$ cat src/hdl/sysctl_pkg.sv
package sysctl_pkg;
  // bus geometry
  localparam int ADR_W = 12;
  localparam int DAT_W = 32;
  localparam int SEL_W = 4;
  // register byte offsets
  localparam logic [11:0] PBC_OFS = 12'h030;
  localparam logic [11:0] RAW_OFS = 12'h050;
  localparam logic [11:0] MASK_OFS = 12'h054;
  localparam logic [11:0] MFLAG_OFS = 12'h058;
  localparam logic [11:0] CAUSE_OFS = 12'h05c;
  // interrupt field layout, shared by raw, mask and masked views
  localparam int IRQ_W = 7;
  localparam int PLL_LOCK_BIT = 6;
  localparam int CUR_LIMIT_BIT = 5;
  localparam int INT_OSC_BIT = 4;
  localparam int MAIN_OSC_BIT = 3;
  localparam int REG_LOSS_BIT = 2;
  localparam int BROWNOUT_BIT = 1;
  localparam logic [6:0] IRQ_IMPL = 7'h7e;
  localparam logic [6:0] IRQ_RST = 7'h00;
  // reset cause layout
  localparam int CAUSE_W = 6;
  localparam int EXT_BIT = 0;
  localparam int POR_BIT = 1;
  localparam int BOR_BIT = 2;
  localparam int WDOG_BIT = 3;
  localparam int SWR_BIT = 4;
  localparam int REG_BIT = 5;
  localparam logic [5:0] CAUSE_EXT_ONLY = 6'h01;
  // brown-out control layout
  localparam int BRSEL_BIT = 1;
  localparam logic BRSEL_RST = 1'b0;

  // address compare, used by every register select
  function automatic logic hit(input logic [11:0] adr, input logic [11:0] ofs);
    return adr == ofs;
  endfunction
endpackage

$ cat src/hdl/irq_bank_if.sv
`timescale 1ns/1ns
interface irq_bank_if;
  import sysctl_pkg::*;
  logic mask_we;
  logic clr_we;
  logic [IRQ_W-1:0] wdata;
  logic [IRQ_W-1:0] raw;
  logic [IRQ_W-1:0] mask;
  logic [IRQ_W-1:0] masked;
  modport ctrl (output mask_we, output clr_we, output wdata,
                input raw, input mask, input masked);
  modport bank (input mask_we, input clr_we, input wdata,
                output raw, output mask, output masked);
endinterface

$ cat src/hdl/irq_bank.sv
`timescale 1ns/1ns
module irq_bank import sysctl_pkg::*; (
  input wire logic clk_i,
  input wire logic rst_i,
  input wire logic [IRQ_W-1:0] evt_i,
  irq_bank_if.bank rb,
  output logic irq_o
);
  logic [IRQ_W-1:0] raw_ff;
  logic [IRQ_W-1:0] mask_ff;
  logic irq_ff;
  logic [IRQ_W-1:0] nxt_raw;
  logic [IRQ_W-1:0] clr_bits;
  logic [IRQ_W-1:0] nxt_mask;

  // write-one clears, but a same-cycle event wins so no edge is lost
  always_comb begin
    clr_bits = rb.clr_we ? (rb.wdata & IRQ_IMPL) : IRQ_RST;
    nxt_raw = ((raw_ff & ~clr_bits) | evt_i) & IRQ_IMPL;
    nxt_mask = rb.mask_we ? (rb.wdata & IRQ_IMPL) : mask_ff;
  end

  // raw sticky status
  always_ff @(posedge clk_i) begin
    if (rst_i) begin
      raw_ff <= IRQ_RST;
    end else begin
      raw_ff <= nxt_raw;
    end
  end

  // software mask
  always_ff @(posedge clk_i) begin
    if (rst_i) begin
      mask_ff <= IRQ_RST;
    end else begin
      mask_ff <= nxt_mask;
    end
  end

  // level interrupt, registered from next raw and next mask so it never lags the
  // masked view, not even across a mask write
  always_ff @(posedge clk_i) begin
    if (rst_i) begin
      irq_ff <= 1'b0;
    end else begin
      irq_ff <= |(nxt_raw & nxt_mask);
    end
  end

  assign rb.raw = raw_ff;
  assign rb.mask = mask_ff;
  assign rb.masked = raw_ff & mask_ff;
  assign irq_o = irq_ff;
endmodule

$ cat src/hdl/sysctl_irq_status_reset_cause.sv
`timescale 1ns/1ns
// Contract
// - pll lock flag bit 6 sets on ready timer expiry, write one clears
// - current limit flag bit 5 sets on regulator limit detect, write one clears
// - internal oscillator fault flag bit 4 sets on fault, write one clears
// - main oscillator fault flag bit 3 sets on fault, write one clears
// - regulator loss flag bit 2 sets on loss condition, write one clears
// - brownout flag bit 1 sets on brownout only if reset select clear
// - masked flag is raw and mask; any masked flag raises interrupt
// - writing one to masked flag also clears the raw bit same cycle
// - reset cause bits 31 to 6 read zero and ignore writes
// - reset cause takes its post-reset value from the reset cause
// - external reset sets bit 0 and clears all other cause bits
// - other reset causes except power-on set their bit and keep earlier bits
// - regulator reset sets cause bit 5
// - software reset sets cause bit 4
// - watchdog reset sets cause bit 3
// - brownout reset sets cause bit 2
// - power-on reset sets cause bit 1
module sysctl_irq_status_reset_cause import sysctl_pkg::*; (
  input wire logic clk_i,
  input wire logic rst_i,
  // classic wishbone slave
  input wire logic wb_cyc_i,
  input wire logic wb_stb_i,
  input wire logic wb_we_i,
  input wire logic [ADR_W-1:0] wb_adr_i,
  input wire logic [SEL_W-1:0] wb_sel_i,
  input wire logic [DAT_W-1:0] wb_dat_i,
  output logic [DAT_W-1:0] wb_dat_o,
  output logic wb_ack_o,
  // detector status from the same clock domain
  input wire logic pll_ready_i,
  input wire logic cur_limit_i,
  input wire logic int_osc_fault_i,
  input wire logic main_osc_fault_i,
  input wire logic reg_loss_i,
  input wire logic brownout_i,
  // cause of the reset now being applied, valid while rst_i is high
  input wire logic cause_ext_i,
  input wire logic cause_por_i,
  input wire logic cause_bor_i,
  input wire logic cause_wdog_i,
  input wire logic cause_soft_i,
  input wire logic cause_reg_i,
  // to the reset generator and interrupt controller
  output logic brownout_reset_select_o,
  output logic irq_o
);
  logic ack_ff;
  logic [DAT_W-1:0] dat_ff;
  logic brsel_ff;
  logic [CAUSE_W-1:0] reset_cause_ff;
  logic req;
  logic wr_go;
  logic [DAT_W-1:0] nxt_dat;
  logic [IRQ_W-1:0] evt;
  logic [CAUSE_W-1:0] cause_vec;
  logic bank_irq;

  irq_bank_if rb ();

  // a request is any strobe inside a cycle
  assign req = wb_cyc_i && wb_stb_i;

  // writes land on the edge where the master sees ack, as classic
  // wishbone expects; only the low byte carries defined bits
  assign wr_go = req && wb_we_i && ack_ff && wb_sel_i[0];

  // ack one cycle after the request, dropped the cycle after
  always_ff @(posedge clk_i) begin
    if (rst_i) begin
      ack_ff <= 1'b0;
    end else begin
      ack_ff <= req && !ack_ff;
    end
  end

  // read mux; unmapped addresses answer with zero, never stall
  always_comb begin
    nxt_dat = '0;
    if (hit(wb_adr_i, RAW_OFS)) begin
      nxt_dat[IRQ_W-1:0] = rb.raw;
    end else if (hit(wb_adr_i, MASK_OFS)) begin
      nxt_dat[IRQ_W-1:0] = rb.mask;
    end else if (hit(wb_adr_i, MFLAG_OFS)) begin
      nxt_dat[IRQ_W-1:0] = rb.masked;
    end else if (hit(wb_adr_i, CAUSE_OFS)) begin
      nxt_dat[CAUSE_W-1:0] = reset_cause_ff;
    end else if (hit(wb_adr_i, PBC_OFS)) begin
      nxt_dat[BRSEL_BIT] = brsel_ff;
    end
  end

  // read data is captured with ack and held until the next request
  always_ff @(posedge clk_i) begin
    if (rst_i) begin
      dat_ff <= '0;
    end else if (req && !ack_ff) begin
      dat_ff <= nxt_dat;
    end
  end

  assign wb_dat_o = dat_ff;
  assign wb_ack_o = ack_ff;

  // brown-out action select: set means brown-out resets instead of interrupting
  always_ff @(posedge clk_i) begin
    if (rst_i) begin
      brsel_ff <= BRSEL_RST;
    end else if (wr_go && hit(wb_adr_i, PBC_OFS)) begin
      brsel_ff <= wb_dat_i[BRSEL_BIT];
    end
  end

  assign brownout_reset_select_o = brsel_ff;

  // detector events into the raw status positions
  always_comb begin
    evt = IRQ_RST;
    evt[PLL_LOCK_BIT] = pll_ready_i;
    evt[CUR_LIMIT_BIT] = cur_limit_i;
    evt[INT_OSC_BIT] = int_osc_fault_i;
    evt[MAIN_OSC_BIT] = main_osc_fault_i;
    evt[REG_LOSS_BIT] = reg_loss_i;
    // a brown-out that is to reset the part never reaches the flag
    evt[BROWNOUT_BIT] = brownout_i && !brsel_ff;
  end

  // register bank strobes; the clear write goes to the masked view
  assign rb.mask_we = wr_go && hit(wb_adr_i, MASK_OFS);
  assign rb.clr_we = wr_go && hit(wb_adr_i, MFLAG_OFS);
  assign rb.wdata = wb_dat_i[IRQ_W-1:0];

  irq_bank u_bank (
    .clk_i(clk_i),
    .rst_i(rst_i),
    .evt_i(evt),
    .rb(rb.bank),
    .irq_o(bank_irq)
  );

  assign irq_o = bank_irq;

  // cause bits other than external, in their field positions
  always_comb begin
    cause_vec = '0;
    cause_vec[REG_BIT] = cause_reg_i;
    cause_vec[SWR_BIT] = cause_soft_i;
    cause_vec[WDOG_BIT] = cause_wdog_i;
    cause_vec[BOR_BIT] = cause_bor_i;
    cause_vec[POR_BIT] = cause_por_i;
  end

  // the cause register is loaded, not cleared, by reset; power-on has
  // no earlier history worth keeping, so it starts from this cause alone
  always_ff @(posedge clk_i) begin
    if (rst_i) begin
      if (cause_ext_i) begin
        reset_cause_ff <= CAUSE_EXT_ONLY;
      end else if (cause_por_i) begin
        reset_cause_ff <= cause_vec;
      end else begin
        reset_cause_ff <= reset_cause_ff | cause_vec;
      end
    end else if (wr_go && hit(wb_adr_i, CAUSE_OFS)) begin
      reset_cause_ff <= wb_dat_i[CAUSE_W-1:0];
    end
  end
endmodule

$ cat config.mk
export PLATFORM = sky130hd
export DESIGN_NAME = sysctl_irq_status_reset_cause
export DESIGN_NICKNAME = d
export VERILOG_FILES = /design/src/hdl/sysctl_pkg.sv /design/src/hdl/irq_bank_if.sv /design/src/hdl/irq_bank.sv /design/src/hdl/sysctl_irq_status_reset_cause.sv
export SDC_FILE = /design/constraint.sdc
export NUM_CORES = 1
export LEC_CHECK = 0
export BUFFER_PORTS_ARGS = -buffer_cell sky130_fd_sc_hd__buf_2
export CAP_MARGIN = 5
export CORE_ASPECT_RATIO = 1.1
export CORE_MARGIN = 1.5
export CORE_UTILIZATION = 44
export CTS_CLUSTER_SIZE = 25
export DETAILED_ROUTE_END_ITERATION = 8
export MAX_ROUTING_LAYER = met4
export PLACE_DENSITY = 0.88
export SYNTH_ARGS = -nofsm -noshare
export SYNTH_HDL_FRONTEND = slang
export SYNTH_HIERARCHICAL = 1
export SYNTH_SLANG_ARGS = --single-unit
export TNS_END_PERCENT = 50
$ cat constraint.sdc
create_clock -name clk_i -period 2.64 [get_ports clk_i]
set_clock_uncertainty 0.05 [all_clocks]
set_input_delay 0.264 -clock clk_i [delete_from_list [all_inputs] [get_ports clk_i]]
set_output_delay 0.264 -clock clk_i [all_outputs]
set_load 0.02 [all_outputs]
==> metrics.cfg, run 1 <==
[layout]
instances_no_fill=289
fillers=355
multi_input_area_um2=916
syn_to_final_growth_pct=13.1
sequential_cell_area_um2=621
drive_gt1_frac=0.272
nets=305
antenna_cells=0

[die]
num_rows=23
start_util=0.464
ios=100
die_w_um=62.7
core_um2=3710
die-area_um2=4300
die_y_um=68.7

[sta]
final-setup-viol-count=0
hold-worst-slack_ps=155
timing.final.crit_share=0.752
fmax_ghz=0.504
slew_viol_final=0
min_period_ps=1980
rsz0062_at_grt=no
tns_ps=0
hold_violations=0

[synthesis]
yosys_warnings=6
seq_area_frac_synth=0.360
synth_flop_cell=dfxtp_1
synthesis.area_um2=1720
yosysUniqueCellTypes=39
ys_async_sr_fraction=0
synth_edf_count=6
synth-seq-cells=28
synth.avg_cell_area_um2=8.89
synthCells=194

[placement]
placed_cells=285
hpwlAfterDp_mm=2.69
port_buffers=46
gp_congestion=0.840

[detailed_routing]
wirelength_mm=3.34
dr.first_iter.drc_count=30
vias=1419
route.detailed.drc=0
ant_nets=0
dr.pass1.iters=4
routedWlPerCell_um=11.6
avgViaCountPerCell=4.91

[worst_setup_path]
slowest_stage=nor4b_2
crit_buf_inv=2
end_kind=flop
worstPathArrival_ps=2110
cp_top_family=simple AND/OR/NAND/NOR gates
cp.depth=9
max_stage_delay_ps=350
cp_max_fo=6
crit_chain=buf_2 > nor4b_2 > and3_1 > nand2_1 > nor2_1 > buf_4 > mux2i_1 > o22ai_1 > o31a_1
rr_worst_depth=8
setup.worst_path.start_class=input pin
critical_path_class=input pin to flop
cp.required_ps=2760

[clock_tree]
cts_buffers=3
cts.sinks=28
ctsHtreeMaxLevel=1
ctsHoldBuffers=0
cts_tree=yes
cts_root_buf=clkbuf_8
clkLatencyLatePin_ps=270
post_cts_buffers=0
clkTransAtPathRegs_ps=100
clock_path_buffers=2
cts-resized-gates=0

[global_route]
grt_pass1_wl_mm=5.66
track_usage=0.168
grt-ovfl-total=0
grt_max_degree=27
grt_pass1_vias=1312
antenna_found_initial=0

[power_and_ir_drop]
clkPwrFrac=0.360
p_sw_frac=0.247
power.static_leakage_nw=0.869
comb_power_share=0.146
fin_total_pwr_uw=935
ir_drop_v=0.000285
cellPowerDensity_nw_per_um2=480
p_int_uw=704
p_sw_uw=231
seqPwrFrac=0.494

[run_status]
outcome=finished clean

[flow_run]
drv_cap=0

[worst_hold_path]
whs_path_depth=3
hp-class=input pin to flop

==> path summary, 6_finish.rpt <==
kind / from / end / slack (ps)
worst max-delay path: wb_adr_i[5] / u_bank/irq_o / 660
worst min register to register: wb_dat_o[6] / wb_dat_o[6] / 410
worst max register to register: wb_ack_o / u_bank/irq_o / 660
worst min-delay path: int_osc_fault_i / u_bank/rb.raw[4] / 150
==> synth_stat cells, types with 2 or more instances <==
library cell  number  area (µm²)
clkbuf_1           2        7.51
a32o_1             5        50.1
conb_1             2        7.51
nand3_1            4        20.0
buf_4             28         210
mux2_2             2        22.5
and2_1             6        37.5
mux2i_1           12         120
dfxtp_1           22         440
nor2b_1            3        18.8
or2_0              5        31.3
nand2_1           10        37.5
and3_1             2        12.5
inv_1              9        33.8
nand2b_1           2        12.5
or2b_4             2        22.5
a21oi_2            2        17.5
buf_6              3        33.8
nor2_1            26        97.6
o22ai_1            8        50.1
edfxtp_1           6         180
a21oi_1           16        80.1
==> worst reg2reg max path: cells and delay by family (launching register included) <==
kind / cells / cell delay, ps
flip-flops: 1 / 370
AO/OA/AOI/OAI: 2 / 420
multiplexers: 1 / 240
AND/OR/NAND/NOR: 4 / 630
buffers and inverters: 1 / 190
==> state kept, by name (all words and copies together), names as in the netlist <==
name	flops
wb_ack_o	1
u_bank/irq_o	1
wb_dat_o	7
brownout_reset_select_o	1
reset_cause_ff	6
u_bank/rb.raw	6
u_bank/rb.mask	6
==> metal layers <==
| metal | track usage | vias to the layer above | routed length, µm |
|---|---|---|---|
| met4 | 0.0389 | 0 | 19 |
| met1 | 0.203 | 655 | 1470 |
| met5 | - | - | 0 |
| li1 | - | 710 | - |
| met2 | 0.301 | 51 | 1680 |
| met3 | 0.0260 | 3 | 171 |
==> cells in the final DEF, fill, tap and decap left out, types with 3 or more instances in the layout <==
master    instances
buf_2            46
conb_1           28
nor2_1           26
dfxtp_1          22
a21oi_1          16
mux2i_1          12
nand2_1          10
inv_1             9
o22ai_1           8
edfxtp_1          6
and2_1            6
or2_0             5
a32o_1            5
nand3_1           4
nor2b_1           3
clkbuf_8          3
==> metrics by stage <==
step	util	instance area [µm²]	worst slack [ps]
after floorplan	-	1820	691
after global placement	0.506	1880	396
after detailed placement	0.506	1880	394
after CTS	0.525	1950	679
after global routing	0.525	1950	503
final	0.525	1950	656
==> layout make-up <==
cell class                 count  area share
multi-input combinational    150       0.470
sequential                    28       0.318
tap                           50      0.0321
timing repair buffer          48       0.126
clock buffer                   3      0.0212
inverter                       9      0.0173
clock inverter                 1      0.0154
==> power by group through the flow <==
| stage | sequential (mW) | combinational (mW) | clock, mW |
|---|---|---|---|
| floorplan | 0.469 | 0.123 | 0 |
| CTS | 0.462 | 0.136 | 0.341 |
| global route | 0.464 | 0.151 | 0.358 |
| detailed placement | 0.472 | 0.135 | 0 |
| finish | 0.462 | 0.137 | 0.337 |
| global placement | 0.471 | 0.133 | 0 |
==> logic make-up after synthesis <==
group                  synth area share
flip-flops                        0.360
multiplexers                     0.0827
AND/OR/NAND/NOR                   0.226
buffers and inverters             0.165
other                           0.00436
AO/OA/AOI/OAI                     0.162
No activity file was read; power rests on OpenSTA's default activity.
==> inputs of run 2 (changes only) <==
- ABC_AREA: default -> 1
- CORE_UTILIZATION: 44 -> 41
- PLACE_DENSITY: 0.88 -> 0.85
- clock period: 2.64 -> 1.8 ns (I/O delays scaled with it)
==> run 2 against run 1 <==
Clock-buffer cell count grew 1. Worst setup slack lost 460 ps. Clock power grew 4%. Die area grew 19%. Synthesized area up 11%. First-iteration DRC count is 150% higher. Total power is 32% higher. Non-clock buffer count increased by 4. Highest routed layer unchanged. Routed wire length grew 17%. Cell count rose by 33%. Combinational power increased by 52%. Flip-flop and latch count unchanged.
==> metrics.cfg, run 2 <==
[run_status]
outcome=finished clean  ; unchanged

[sta]
fmax_ghz=0.623
setup_ws_ps=196  ; was 656 ps
final-setup-viol-count=0  ; unchanged
slew_viol_final=0  ; unchanged
tns_ps=0  ; unchanged
timing.final.crit_share=0.891
hold-worst-slack_ps=99.4  ; was 155 ps
min_period_ps=1600
rsz0062_at_grt=no  ; unchanged
hold_violations=0  ; unchanged

[synthesis]
synth_flop_cell=dfxtp_1  ; unchanged
ys_async_sr_fraction=0  ; unchanged
synth_fa_ha_area_frac=0  ; unchanged
yosysTopAreaCell=dfxtp_1  ; unchanged
yosys_warnings=6  ; unchanged
synth_most_common_cell=nand2_1  ; was buf_4
yosys.area_share.simple=0.346  ; was 0.226
synthCells=281  ; was 194
synth-seq-cells=28  ; unchanged
synth_top_family_by_area=simple AND/OR/NAND/NOR gates  ; unchanged
yosysUniqueCellTypes=28  ; was 39
synthesis.area_um2=1920  ; was 1720 µm²
yosys-top-cells-count=nand2_1 (87), buf_4 (28), inv_1 (28), dfxtp_1 (22), a21oi_1 (20)  ; was buf_4 (28), nor2_1 (26), dfxtp_1 (22), a21oi_1 (16), mux2i_1 (12)
synth_mux_area_frac=0  ; was 0.0827
seq_area_frac_synth=0.323  ; was 0.360
synth-xor-area-share=0  ; unchanged
synth.avg_cell_area_um2=6.83  ; was 8.89 µm²
synth_compound_area_frac=0.128  ; was 0.162
synth_top_area_share=0.229  ; was 0.255
synth_edf_count=6  ; unchanged
synth_area_leaders=dfxtp_1 (23%), nand2_1 (17%), buf_4 (11%), edfxtp_1 (9.4%), inv_1 (5.5%)  ; was dfxtp_1 (26%), buf_4 (12%), edfxtp_1 (10%), mux2i_1 (7.0%), nor2_1 (5.7%)

[detailed_routing]
routedWlPerCell_um=10.1  ; was 11.6 µm
vias=1792  ; was 1419
dr.pass1.iters=4  ; unchanged
ant_nets=0  ; unchanged
dr.first_iter.drc_count=74  ; was 30
route.detailed.drc=0  ; unchanged
avgViaCountPerCell=4.65  ; was 4.91
wirelength_mm=3.90  ; was 3.34 mm

[clock_tree]
ctsHoldBuffers=0  ; unchanged
post_cts_buffers=0  ; unchanged
cts_buffers=3  ; unchanged
clkLatencyLatePin_ps=270  ; about the same
cts.sinks=28  ; unchanged
ctsHtreeMaxLevel=1  ; unchanged
cts_tree=yes  ; unchanged
clock_path_buffers=2  ; unchanged
clkTransAtPathRegs_ps=90  ; was 100 ps
cts_root_buf=clkbuf_8  ; unchanged
cts-resized-gates=0  ; unchanged

[placement]
placed_cells=381  ; was 285
dpl_worst_slack_ps=79.5  ; was 394 ps
hpwlAfterDp_mm=3.10  ; was 2.69 mm
gp_congestion=0.894  ; was 0.840
port_buffers=46  ; unchanged
place_area_um2=2120  ; was 1880 µm²

[power_and_ir_drop]
clkPwrFrac=0.283  ; was 0.360
comb_power_share=0.168  ; was 0.146
p_int_uw=892  ; was 704 µW
p_sw_frac=0.280  ; was 0.247
cellPowerDensity_nw_per_um2=571  ; was 480 nW/µm²
power.static_leakage_nw=1.23  ; was 0.869 nW
ir_drop_v=0.000316  ; was 0.000285 V
p_sw_uw=348  ; was 231 µW
fin_total_pwr_mw=1.24  ; was 935 µW
seqPwrFrac=0.550  ; was 0.494

[die]
ios=100  ; unchanged
num_rows=25  ; was 23
die_y_um=74.8  ; was 68.7 µm
core_um2=4410  ; was 3710 µm²
die-area_um2=5100  ; was 4300 µm²
start_util=0.435  ; was 0.464
die_w_um=68.2  ; was 62.7 µm

[global_route]
grt_max_degree=22  ; was 27
track_usage=0.168  ; about the same
antenna_found_initial=0  ; unchanged
grt_pass1_vias=1500  ; was 1312
grt-ovfl-total=0  ; unchanged
grt_pass1_wl_mm=6.36  ; was 5.66 mm

[layout]
syn_to_final_growth_pct=13.0  ; was 13.1%
largest_reg_flops=7  ; unchanged
nets=397  ; was 305
antenna_cells=0  ; unchanged
final_common_cell=nand2_1  ; was buf_2
instances_no_fill=385  ; was 289
final_cell_area_um2=2170  ; was 1950 µm²
drive_gt1_frac=0.251  ; was 0.272
utilization=0.492  ; was 0.525
layout_common_cells=nand2_1 (87), buf_2 (46), inv_1 (28), conb_1 (28), dfxtp_1 (22)  ; was buf_2 (46), conb_1 (28), nor2_1 (26)
fillers=442  ; was 355

[worst_setup_path]
critical_path_class=flop to flop  ; was input pin to flop
setup.worst_path.start_class=flop  ; was input pin
worstPathArrival_ps=1720  ; was 2110 ps
end_kind=flop  ; unchanged
cp_max_fo=6  ; unchanged
cp.required_ps=1920  ; was 2760 ps

[worst_hold_path]
hp-class=input pin to flop  ; unchanged

[flow_run]
drv_cap=0  ; unchanged

==> run 2: worst max-delay path, cell delays in order, from the launching register on <==
cell and delay [ps]:
dfxtp_1 350, nand4_1 170, nor3_1 260, buf_4 190, nand2_1 50, nand2_1 90, nand2_1 60, nand2_1 60
nand2_1 50, nor2_1 100, a21oi_1 70
==> run 2: area by class of cell <==
class / count / area [µm²] / share of cell area
clock buffer: 4 / 45.0 / 0.0208
inverter: 36 / 148 / 0.0681
multi-input combinational: 211 / 1010 / 0.467
sequential: 28 / 621 / 0.286
tap: 54 / 67.6 / 0.0311
timing repair buffer: 52 / 275 / 0.127
==> run 2: final timing paths <==
path,from,endpoint,slack [ps],cells past startpoint
worst max-delay path,wb_ack_o,u_bank/irq_o,200,10
worst max register to register,wb_ack_o,u_bank/irq_o,200,10
worst min-delay path,main_osc_fault_i,u_bank/rb.raw[3],100,3
worst min register to register,wb_dat_o[1],wb_dat_o[1],420,2
==> run 2: cell families (layout without fill, tap and decap cells) <==
family	after synthesis	in the layout
simple gates	138	138
flops	28	28
buf+inv	68	92
other cells	2	28
compound gates	45	45
==> run 2: power groups by stage <==
stage | Combinational (mW) | Sequential (mW) | Clock [mW]
after floorplan | 0.179 | 0.693 | 0
after CTS | 0.208 | 0.681 | 0.361
after global placement | 0.202 | 0.695 | 0
final | 0.208 | 0.681 | 0.350
after global routing | 0.234 | 0.684 | 0.389
after detailed placement | 0.207 | 0.695 | 0
==> run 2: routing by layer <==
metal | vias up | wire length (µm) | global-route usage
li1 | 927 | - | -
met1 | 791 | 1720 | 0.209
met2 | 70 | 1840 | 0.288
met3 | 4 | 300 | 0.0239
met4 | 0 | 34 | 0.0400
met5 | - | 0 | -
